## src/design/occ_consts.svh

```systemverilog
// offsets, alias codes, field positions, write mask and reset values for the compare channel
`ifndef OCC_CONSTS_SVH
`define OCC_CONSTS_SVH
`define OCC_CTRL_OFS 8'h00
`define OCC_PRI_OFS 8'h10
`define OCC_SEC_OFS 8'h20
`define OCC_STAT_OFS 8'h30
`define OCC_ALIAS_CLR 2'h1
`define OCC_ALIAS_SET 2'h2
`define OCC_ALIAS_INV 2'h3
`define OCC_BIT_ON 15
`define OCC_BIT_IDLE 13
`define OCC_BIT_WIDE 5
`define OCC_BIT_FAULT 4
`define OCC_BIT_TSEL 3
`define OCC_CTRL_WMASK 32'h0000_A02F
`define OCC_CTRL_RESET 32'h0000_0000
`define OCC_CMP_RESET 32'h0000_0000
`define OCC_UNMAPPED_DATA 32'h0000_0000
`endif

```

## src/design/occ_pkg.sv

```systemverilog
// types shared by the output compare channel
package occ_pkg;
    typedef enum logic [2:0] {
        OCC_MODE_OFF = 3'b000,
        OCC_MODE_HIGH = 3'b001,
        OCC_MODE_LOW = 3'b010,
        OCC_MODE_TOGGLE = 3'b011,
        OCC_MODE_PULSE = 3'b100,
        OCC_MODE_TRAIN = 3'b101,
        OCC_MODE_PWM = 3'b110,
        OCC_MODE_PWM_FLT = 3'b111
    } occ_mode_e;

    // avalon-mm slave request
    typedef struct packed {
        logic [7:0] address;
        logic read;
        logic write;
        logic [31:0] writedata;
        logic [3:0] byteenable;
    } occ_avm_req_s;

    // avalon-mm slave answer
    typedef struct packed {
        logic [31:0] readdata;
        logic waitrequest;
        logic readdatavalid;
    } occ_avm_rsp_s;

    // control register fields held by hardware
    typedef struct packed {
        logic on;
        logic idle_halt_select;
        logic wide_compare_select;
        logic fault_status_flag;
        logic time_base_select;
        occ_mode_e mode_field;
    } occ_ctrl_s;
endpackage

```

## src/design/occ_channel.sv

```systemverilog
// output compare channel with avalon-mm register slave
//
// Added by the designer: the Avalon-MM register port and the register offsets.
`timescale 1ns/1ps
`include "occ_consts.svh"

module occ_channel (
    input wire logic i_clk,
    input wire logic i_reset,
    input wire occ_pkg::occ_avm_req_s i_avm,
    output occ_pkg::occ_avm_rsp_s o_avm,
    input wire logic [31:0] i_first_timer,
    input wire logic [31:0] i_second_timer,
    input wire logic i_timer_reload,
    input wire logic i_cpu_idle,
    input wire logic i_fault_n,
    output logic o_compare_output_pin,
    output logic o_channel_interrupt_flag,
    output logic o_channel_active
);
    import occ_pkg::*;

    // ****************************************
    // pin synchronisers
    // ****************************************
    logic [1:0] idle_sync_r;
    logic [1:0] fault_sync_r;
    logic [1:0] idle_sync_nxt;
    logic [1:0] fault_sync_nxt;

    always_comb begin
        idle_sync_nxt = {idle_sync_r[0], i_cpu_idle};
        fault_sync_nxt = {fault_sync_r[0], ~i_fault_n};
    end

    always_ff @(posedge i_clk or posedge i_reset) begin
        if (i_reset) begin
            idle_sync_r <= 2'h0;
            fault_sync_r <= 2'h0;
        end else begin
            idle_sync_r <= idle_sync_nxt;
            fault_sync_r <= fault_sync_nxt;
        end
    end

    wire logic idle_s = idle_sync_r[1];
    wire logic fault_s = fault_sync_r[1];

    // ****************************************
    // register slave
    // ****************************************
    occ_ctrl_s ctrl_r;
    occ_ctrl_s ctrl_nxt;
    logic [31:0] pri_r;
    logic [31:0] pri_nxt;
    logic [31:0] sec_r;
    logic [31:0] sec_nxt;
    occ_avm_rsp_s rsp_r;
    occ_avm_rsp_s rsp_nxt;
    logic fault_set;
    logic fault_clr;

    // one wait cycle, then the access completes; registers stay
    // reachable whether or not the channel is switched on
    logic busy;
    logic [1:0] alias_sel;
    logic [31:0] wmask;
    logic [31:0] ctrl_word;
    logic [31:0] ctrl_new;
    logic [31:0] be_mask;

    // ****************************************
    // access phases
    // ****************************************
    // read data are fetched while waitrequest is still high, so that
    // they stand from a flop at the edge where waitrequest is low
    logic rd_fetch;
    logic wr_phase;

    always_comb begin
        rd_fetch = i_avm.read & ~rsp_r.waitrequest;
        wr_phase = i_avm.write & rsp_r.waitrequest;
    end

    function automatic logic [31:0] occ_apply(
        input logic [31:0] cur,
        input logic [31:0] wd,
        input logic [31:0] msk,
        input logic [1:0] sel
    );
        logic [31:0] res;
        res = cur;
        unique case (sel)
            2'h0: res = (cur & ~msk) | (wd & msk);
            `OCC_ALIAS_CLR: res = cur & ~(wd & msk);
            `OCC_ALIAS_SET: res = cur | (wd & msk);
            `OCC_ALIAS_INV: res = cur ^ (wd & msk);
        endcase
        return res;
    endfunction

    always_comb begin
        busy = i_avm.read | i_avm.write;
        alias_sel = i_avm.address[3:2];
        be_mask = {
            {8{i_avm.byteenable[3]}},
            {8{i_avm.byteenable[2]}},
            {8{i_avm.byteenable[1]}},
            {8{i_avm.byteenable[0]}}
        };
        ctrl_word = 32'h0000_0000;
        ctrl_word[`OCC_BIT_ON] = ctrl_r.on;
        ctrl_word[`OCC_BIT_IDLE] = ctrl_r.idle_halt_select;
        ctrl_word[`OCC_BIT_WIDE] = ctrl_r.wide_compare_select;
        ctrl_word[`OCC_BIT_TSEL] = ctrl_r.time_base_select;
        ctrl_word[2:0] = ctrl_r.mode_field;
        // fault flag is not software writable
        wmask = be_mask & `OCC_CTRL_WMASK;
        ctrl_new = occ_apply(ctrl_word, i_avm.writedata, wmask, alias_sel);
        ctrl_nxt = ctrl_r;
        pri_nxt = pri_r;
        sec_nxt = sec_r;
        rsp_nxt = '0;
        rsp_nxt.waitrequest = busy;
        if (busy && rsp_r.waitrequest) begin
            rsp_nxt.waitrequest = 1'b0;
            if (wr_phase) begin
                unique case ({i_avm.address[7:4], 4'h0})
                    `OCC_CTRL_OFS: begin
                        // each bit updates only from its own lane
                        ctrl_nxt.on = ctrl_new[`OCC_BIT_ON];
                        ctrl_nxt.idle_halt_select = ctrl_new[`OCC_BIT_IDLE];
                        ctrl_nxt.wide_compare_select =
                            ctrl_new[`OCC_BIT_WIDE];
                        ctrl_nxt.time_base_select = ctrl_new[`OCC_BIT_TSEL];
                        ctrl_nxt.mode_field = occ_mode_e'(ctrl_new[2:0]);
                    end
                    `OCC_PRI_OFS: pri_nxt = occ_apply(pri_r,
                        i_avm.writedata, be_mask, alias_sel);
                    `OCC_SEC_OFS: sec_nxt = occ_apply(sec_r,
                        i_avm.writedata, be_mask, alias_sel);
                    default: ;
                endcase
            end
        end

        // alias reads carry no meaning and return zero
        if (rd_fetch && alias_sel == 2'h0) begin
            unique case ({i_avm.address[7:4], 4'h0})
                `OCC_CTRL_OFS: begin
                    rsp_nxt.readdata = ctrl_word;
                    rsp_nxt.readdata[`OCC_BIT_FAULT] =
                        ctrl_r.fault_status_flag &
                        (ctrl_r.mode_field == OCC_MODE_PWM_FLT);
                end
                `OCC_PRI_OFS: rsp_nxt.readdata = pri_r;
                `OCC_SEC_OFS: rsp_nxt.readdata = sec_r;
                default: rsp_nxt.readdata = `OCC_UNMAPPED_DATA;
            endcase
        end

        // hardware set wins over hardware clear
        if (fault_clr) begin
            ctrl_nxt.fault_status_flag = 1'b0;
        end
        if (fault_set) begin
            ctrl_nxt.fault_status_flag = 1'b1;
        end
    end

    always_ff @(posedge i_clk or posedge i_reset) begin
        if (i_reset) begin
            ctrl_r <= occ_ctrl_s'(8'h00);
            pri_r <= `OCC_CMP_RESET;
            sec_r <= `OCC_CMP_RESET;
            rsp_r <= '0;
        end else begin
            ctrl_r <= ctrl_nxt;
            pri_r <= pri_nxt;
            sec_r <= sec_nxt;
            rsp_r <= rsp_nxt;
        end
    end

    // waitrequest must be high in the cycle a request appears, so it is
    // combined with the registered ack phase rather than a bare flop
    always_comb begin
        o_avm = rsp_r;
        o_avm.waitrequest = busy & ~rsp_r.waitrequest;
    end

    // ****************************************
    // compare engine
    // ****************************************
    logic pin_r;
    logic pin_nxt;
    logic irq_r;
    logic irq_nxt;
    logic done_r;
    logic done_nxt;
    logic act_r;
    logic act_nxt;
    logic [2:0] mode_q_r;
    logic [2:0] mode_q_nxt;
    logic run;
    logic [31:0] count;
    logic hit_pri;
    logic hit_sec;
    logic pwm;

    // ****************************************
    // match detection
    // ****************************************
    // a narrow compare masks the upper half of both sides, so upper
    // bits left over in the compare registers never block a match
    always_comb begin
        run = ctrl_r.on & ~(ctrl_r.idle_halt_select & idle_s);

        count = ctrl_r.time_base_select ? i_second_timer
                                        : i_first_timer;

        if (ctrl_r.wide_compare_select) begin
            hit_pri = count == pri_r;
            hit_sec = count == sec_r;
        end else begin
            hit_pri = count[15:0] == pri_r[15:0];
            hit_sec = count[15:0] == sec_r[15:0];
        end

        pwm = ctrl_r.mode_field[2] & ctrl_r.mode_field[1];
    end

    // ****************************************
    // mode engine
    // ****************************************
    always_comb begin
        pin_nxt = pin_r;
        irq_nxt = 1'b0;
        done_nxt = done_r;
        act_nxt = act_r;
        mode_q_nxt = ctrl_r.mode_field;
        fault_set = 1'b0;
        fault_clr = 1'b0;
        if (!ctrl_r.on || mode_q_r != ctrl_r.mode_field) begin
            // (re)entering a mode sets the initial pin level
            done_nxt = 1'b0;
            act_nxt = 1'b0;
            pin_nxt = ctrl_r.mode_field == OCC_MODE_LOW;
            fault_clr = ctrl_r.mode_field != OCC_MODE_PWM_FLT;
        end else if (run) begin
            unique case (ctrl_r.mode_field)
                OCC_MODE_OFF: ;
                OCC_MODE_HIGH: if (hit_pri && !done_r) begin
                    pin_nxt = 1'b1;
                    irq_nxt = 1'b1;
                    done_nxt = 1'b1;
                end
                OCC_MODE_LOW: if (hit_pri && !done_r) begin
                    pin_nxt = 1'b0;
                    irq_nxt = 1'b1;
                    done_nxt = 1'b1;
                end
                OCC_MODE_TOGGLE: if (hit_pri) begin
                    pin_nxt = ~pin_r;
                    irq_nxt = 1'b1;
                end
                OCC_MODE_PULSE, OCC_MODE_TRAIN: begin
                    if (hit_pri && !done_r && !pin_r) begin
                        pin_nxt = 1'b1;
                    end else if (hit_sec && pin_r) begin
                        pin_nxt = 1'b0;
                        irq_nxt = 1'b1;
                        done_nxt = ~ctrl_r.mode_field[0];
                    end
                end
                default: begin
                    if (i_timer_reload) begin
                        // pin goes high at each period start unless secondary is zero or a fault holds it low; duty compares live against secondary
                        act_nxt = 1'b1;
                        pin_nxt = sec_r != 32'h0000_0000;
                    end else if (hit_sec && act_r) begin
                        pin_nxt = 1'b0;
                    end
                    if (ctrl_r.mode_field[0] && fault_s) begin
                        pin_nxt = 1'b0;
                        fault_set = 1'b1;
                    end else if (ctrl_r.mode_field[0] &&
                                 ctrl_r.fault_status_flag) begin
                        pin_nxt = 1'b0;
                        // fault cleared by hardware at the first period reload after the pin releases
                        fault_clr = i_timer_reload;
                    end
                    irq_nxt = pwm & i_timer_reload;
                end
            endcase
        end
    end

    always_ff @(posedge i_clk or posedge i_reset) begin
        if (i_reset) begin
            pin_r <= 1'b0;
            irq_r <= 1'b0;
            done_r <= 1'b0;
            act_r <= 1'b0;
            mode_q_r <= 3'h0;
        end else begin
            pin_r <= pin_nxt;
            irq_r <= irq_nxt;
            done_r <= done_nxt;
            act_r <= act_nxt;
            mode_q_r <= mode_q_nxt;
        end
    end

    assign o_compare_output_pin = pin_r;
    assign o_channel_interrupt_flag = irq_r;
    assign o_channel_active = act_r;
endmodule

```

## config.mk

```make
export PLATFORM = sky130hd
export DESIGN_NAME = occ_channel
export DESIGN_NICKNAME = d
export VERILOG_FILES = /design/src/design/occ_pkg.sv /design/src/design/occ_channel.sv
export VERILOG_INCLUDE_DIRS = /design/src /design/src/design
export SDC_FILE = /design/constraint.sdc
export NUM_CORES = 1
export LEC_CHECK = 0
export ABC_AREA = 0
export BUFFER_PORTS_ARGS = -buffer_cell sky130_fd_sc_hd__buf_2
export CORE_UTILIZATION = 45
export CTS_CLUSTER_SIZE = 40
export DETAILED_ROUTE_END_ITERATION = 8
export GPL_TIMING_DRIVEN = 0
export PLACE_DENSITY_LB_ADDON = 0.3
export SLEW_MARGIN = 5
export SYNTH_ARGS = -nofsm -noshare
export SYNTH_HDL_FRONTEND = slang
export SYNTH_SLANG_ARGS = --single-unit
```

## constraint.sdc

```tcl
create_clock -name i_clk -period 3.9 [get_ports i_clk]
set_clock_uncertainty 0.05 [all_clocks]
set_input_delay 0.195 -clock i_clk [delete_from_list [all_inputs] [get_ports i_clk]]
set_output_delay 0.195 -clock i_clk [all_outputs]
set_load 0.01 [all_outputs]
```

==> results.toml <==
[worst_setup_path]
crit_buf_inv = 2
rr_worst_depth = 10
reg2reg_slack_ps = 950
slowest_delay_ps = 490
worstSetupPathType = "flop to flop"
crit_path_cell_trace = "buf_6 > buf_8 > mux2i_1 > xor2_1 > nand4_1 > nor4_1 > and2_1 > a21oi_1 > nor3_1 > a211oi_2"
cp.required_ps = 4160
path_delay_family = "simple AND/OR/NAND/NOR gates"
crit_path_top_delay_cell = "nor4_1"
worstSetupEndpointType = "flop"
rr_endpoint = "o_compare_output_pin"
startpoint_type = "flop"
crit_arrival_ps = 3210
critPathMaxFanout = 10

[clocking]
cts_buffers = 17
clkTransAtPathRegs_ps = 60
cts_resized = 0
clkLatencyLatePin_ps = 440
cts_root_buf = "clkbuf_16"
ctsHoldBuffers = 3
clockBufferDepth = 2
post_cts_buffers = 0
cts_tree = "yes"
cts_sinks = 116
ctsHtreeMaxLevel = 4

[detailed_routing]
top_layer = "met4"
dr.pass1.iters = 8
route.met2.wl_mm = 12.8
wl_per_cell_um = 20.7
route.met3.wl_mm = 2.86
drt-initial-drc-count = 977
drc = 21
vias_per_cell = 5.84
wl_met1_mm = 12.2
ant_nets = 0
vias = 8150
routed_wl_mm = 28.9

[sta]
fin_hold_ws_ps = 8.62
period_share = 0.757
rsz0062_at_grt = "no"
finalSetupViolations = 0
slew_violations = 0
finalHoldViolCount = 0
maxSlewHeadroom = 0.231
worst_pin_slew_ps = 1140
post-route-min-period_ps = 2950
layout_setup_ws_ps = 947
fmax_mhz = 339
setup_tns_ps = 0

[logic_synthesis]
yosysSeqAreaShare = 0.346
ys_top_cells_by_area = "dfrtp_1 (35%), ha_1 (12%), a21oi_1 (7.7%)"
synthCells = 985
async_reset_ff_frac = 1.00
synth_edf_count = 0
synth_area_um2 = 8390
synth_flop_cell = "dfrtp_1"
synth_nets = 1178
synth_most_common_cell = "nand2_1"
ys_ff_latch = 116
synth_largest_area_cell = "dfrtp_1"
syn_avg_cell_area_um2 = 8.52
yosys_warnings = 0
synth_top_area_frac = 0.346
synth_cell_type_count = 44
synthTopCellsByCount = "nand2_1 (139), a21oi_1 (129), dfrtp_1 (116), nor2_1 (99), o21ai_0 (85)"

[power_and_ir_drop]
internal-power_w = 0.00303
pwr-share-clk = 0.367
power_switching_w = 0.00160
leakage_nw = 4.60
power_frac_seq = 0.345
power_frac_comb = 0.288
p_per_area_nw_per_um2 = 459
peakVddDrop_v = 0.000321
switching_share = 0.345

[worst_hold_path]
min_to = "rsp_r[1]"
hold_class = "primary input to flop"
min_from = "i_avm[37]"
hold_depth = 3

[floorplanning]
coreArea_um2 = 18100
ios = 152
dieWidth_um = 139
dieHeight_um = 139
die_area_um2 = 19200
fp-row-count = 49
start_util = 0.464

[placement]
place_congestion = 0.939
post-place-ws_ps = 971
hpwlAfterDp_mm = 21.4
numPortBuffers = 145

[layout]
final.fill_count = 1645
ff_latch_area_um2 = 2900
multi_input_area_um2 = 4930
area_growth_pct = 20.4
layout-drive-gt1-share = 0.206
final_nets = 1346
n_antenna_cell = 0

[global_route]
antenna_found_initial = 0
grt_pass1_wl_mm = 43.8
grt_max_degree = 64
grt_remaining_overflow = 0
grt_use_total = 0.304
grt_pass1_vias = 7675

[status]
outcome = "complete, but fails checks"
violations = "design-rule violations"

[flow_run]
cap_violations = 0
cell usage in the layout, fill, tap and decap left out, drive strengths merged, types with 3 or more instances in the layout:
| master | netlist | final |
|---|---|---|
| a211oi | 7 | 7 |
| a21o | 4 | 4 |
| a21oi | 131 | 131 |
| a22o | 17 | 17 |
| a22oi | 32 | 32 |
| and3 | 3 | 3 |
| buf | 46 | 192 |
| bufinv | 0 | 4 |
| clkbuf | 46 | 65 |
| clkinv | 0 | 4 |
| clkinvlp | 0 | 5 |
| dfrtp | 116 | 116 |
| dlygate4sd3 | 0 | 3 |
| ha | 78 | 78 |
| inv | 11 | 11 |
| mux2i | 32 | 32 |
| nand2 | 139 | 139 |
| nand3 | 5 | 5 |
| nand4 | 10 | 10 |
| nor2 | 99 | 99 |
| nor2b | 4 | 4 |
| nor3 | 7 | 7 |
| nor4 | 25 | 25 |
| o211ai | 3 | 3 |
| o21ai | 85 | 85 |
| o31ai | 3 | 3 |
| xnor2 | 51 | 51 |
| xor2 | 17 | 17 |
stage by stage:
step | utilization | total power (W) | cell area (um^2) | cells
final | 0.558 | 0.00463 | 10100 | 1395
after global placement | 0.520 | 0.00287 | 9400 | 1359
after global routing | 0.558 | 0.00485 | 10100 | 1395
after floorplan | - | 0.00248 | 8390 | 985
after CTS | 0.558 | 0.00461 | 10100 | 1395
after detailed placement | 0.522 | 0.00291 | 9430 | 1360
cell type report:
cell class | instances | share of cell area
buffer | 92 | 0.0512
clock buffer | 19 | 0.0449
clock inverter | 13 | 0.0180
inverter | 11 | 0.00458
multi-input combinational | 766 | 0.488
sequential | 116 | 0.287
tap | 229 | 0.0284
timing repair buffer | 149 | 0.0776
cell families (layout without fill, tap and decap cells):
group                    count (synthesis)  in the layout  synth area share
AND/OR/NAND/NOR                        296            296             0.152
XOR/XNOR                                68             68            0.0710
buffers and inverters                  103            284            0.0665
flip-flops                             116            116             0.346
multiplexers                            32             32            0.0470
other                                    1              1          0.000447
AO/OA/AOI/OAI                          291            291             0.201
adder cells (fa/ha/maj)                 78             78             0.116
worst register-to-register path, cell delays in order, from the launching register on:
cell and delay (ps):
dfrtp_1 480, buf_6 220, buf_8 200, mux2i_1 430
xor2_1 180, nand4_1 130, nor4_1 490, and2_1 220
a21oi_1 100, nor3_1 230, a211oi_2 100
power by group through the flow:
| stage | registers (W) | logic [W] | clock network (W) |
|---|---|---|---|
| global placement | 0.00160 | 0.00127 | 0 |
| finish | 0.00160 | 0.00134 | 0.00170 |
| detailed placement | 0.00160 | 0.00131 | 0 |
| global route | 0.00161 | 0.00148 | 0.00176 |
| floorplan | 0.00151 | 0.000971 | 0 |
| CTS | 0.00159 | 0.00132 | 0.00170 |
flip-flops by register name, summed over array words and instances, names as in the netlist, named ones only:
name                      flops
o_compare_output_pin          1
o_channel_interrupt_flag      1
fault_sync_r                  2
o_channel_active              1
rsp_r                         1
ctrl_r                        1
pri_r                        32
idle_sync_r                   2
sec_r                        32
mode_q_r                      3
done_r                        1
o_avm                        32
worst max path at each step:
stage                  from                    to  slack (ps)  cells past startpoint
CTS                    flop  o_compare_output_pin         950                     10
global placement    i_reset             o_avm[28]        -980                      2
global route           flop  o_compare_output_pin         850                     10
floorplan           i_reset             async pin         580                      1
finish                 flop  o_compare_output_pin         950                     10
detailed placement     flop  o_compare_output_pin         970                     10
metal layers:
layer,vias to the layer above,GRT usage
met5,-,0
met4,0,0.135
met3,59,0.0570
met2,468,0.463
met1,3835,0.421
li1,3788,-
Power figures use the tool's default switching activity.
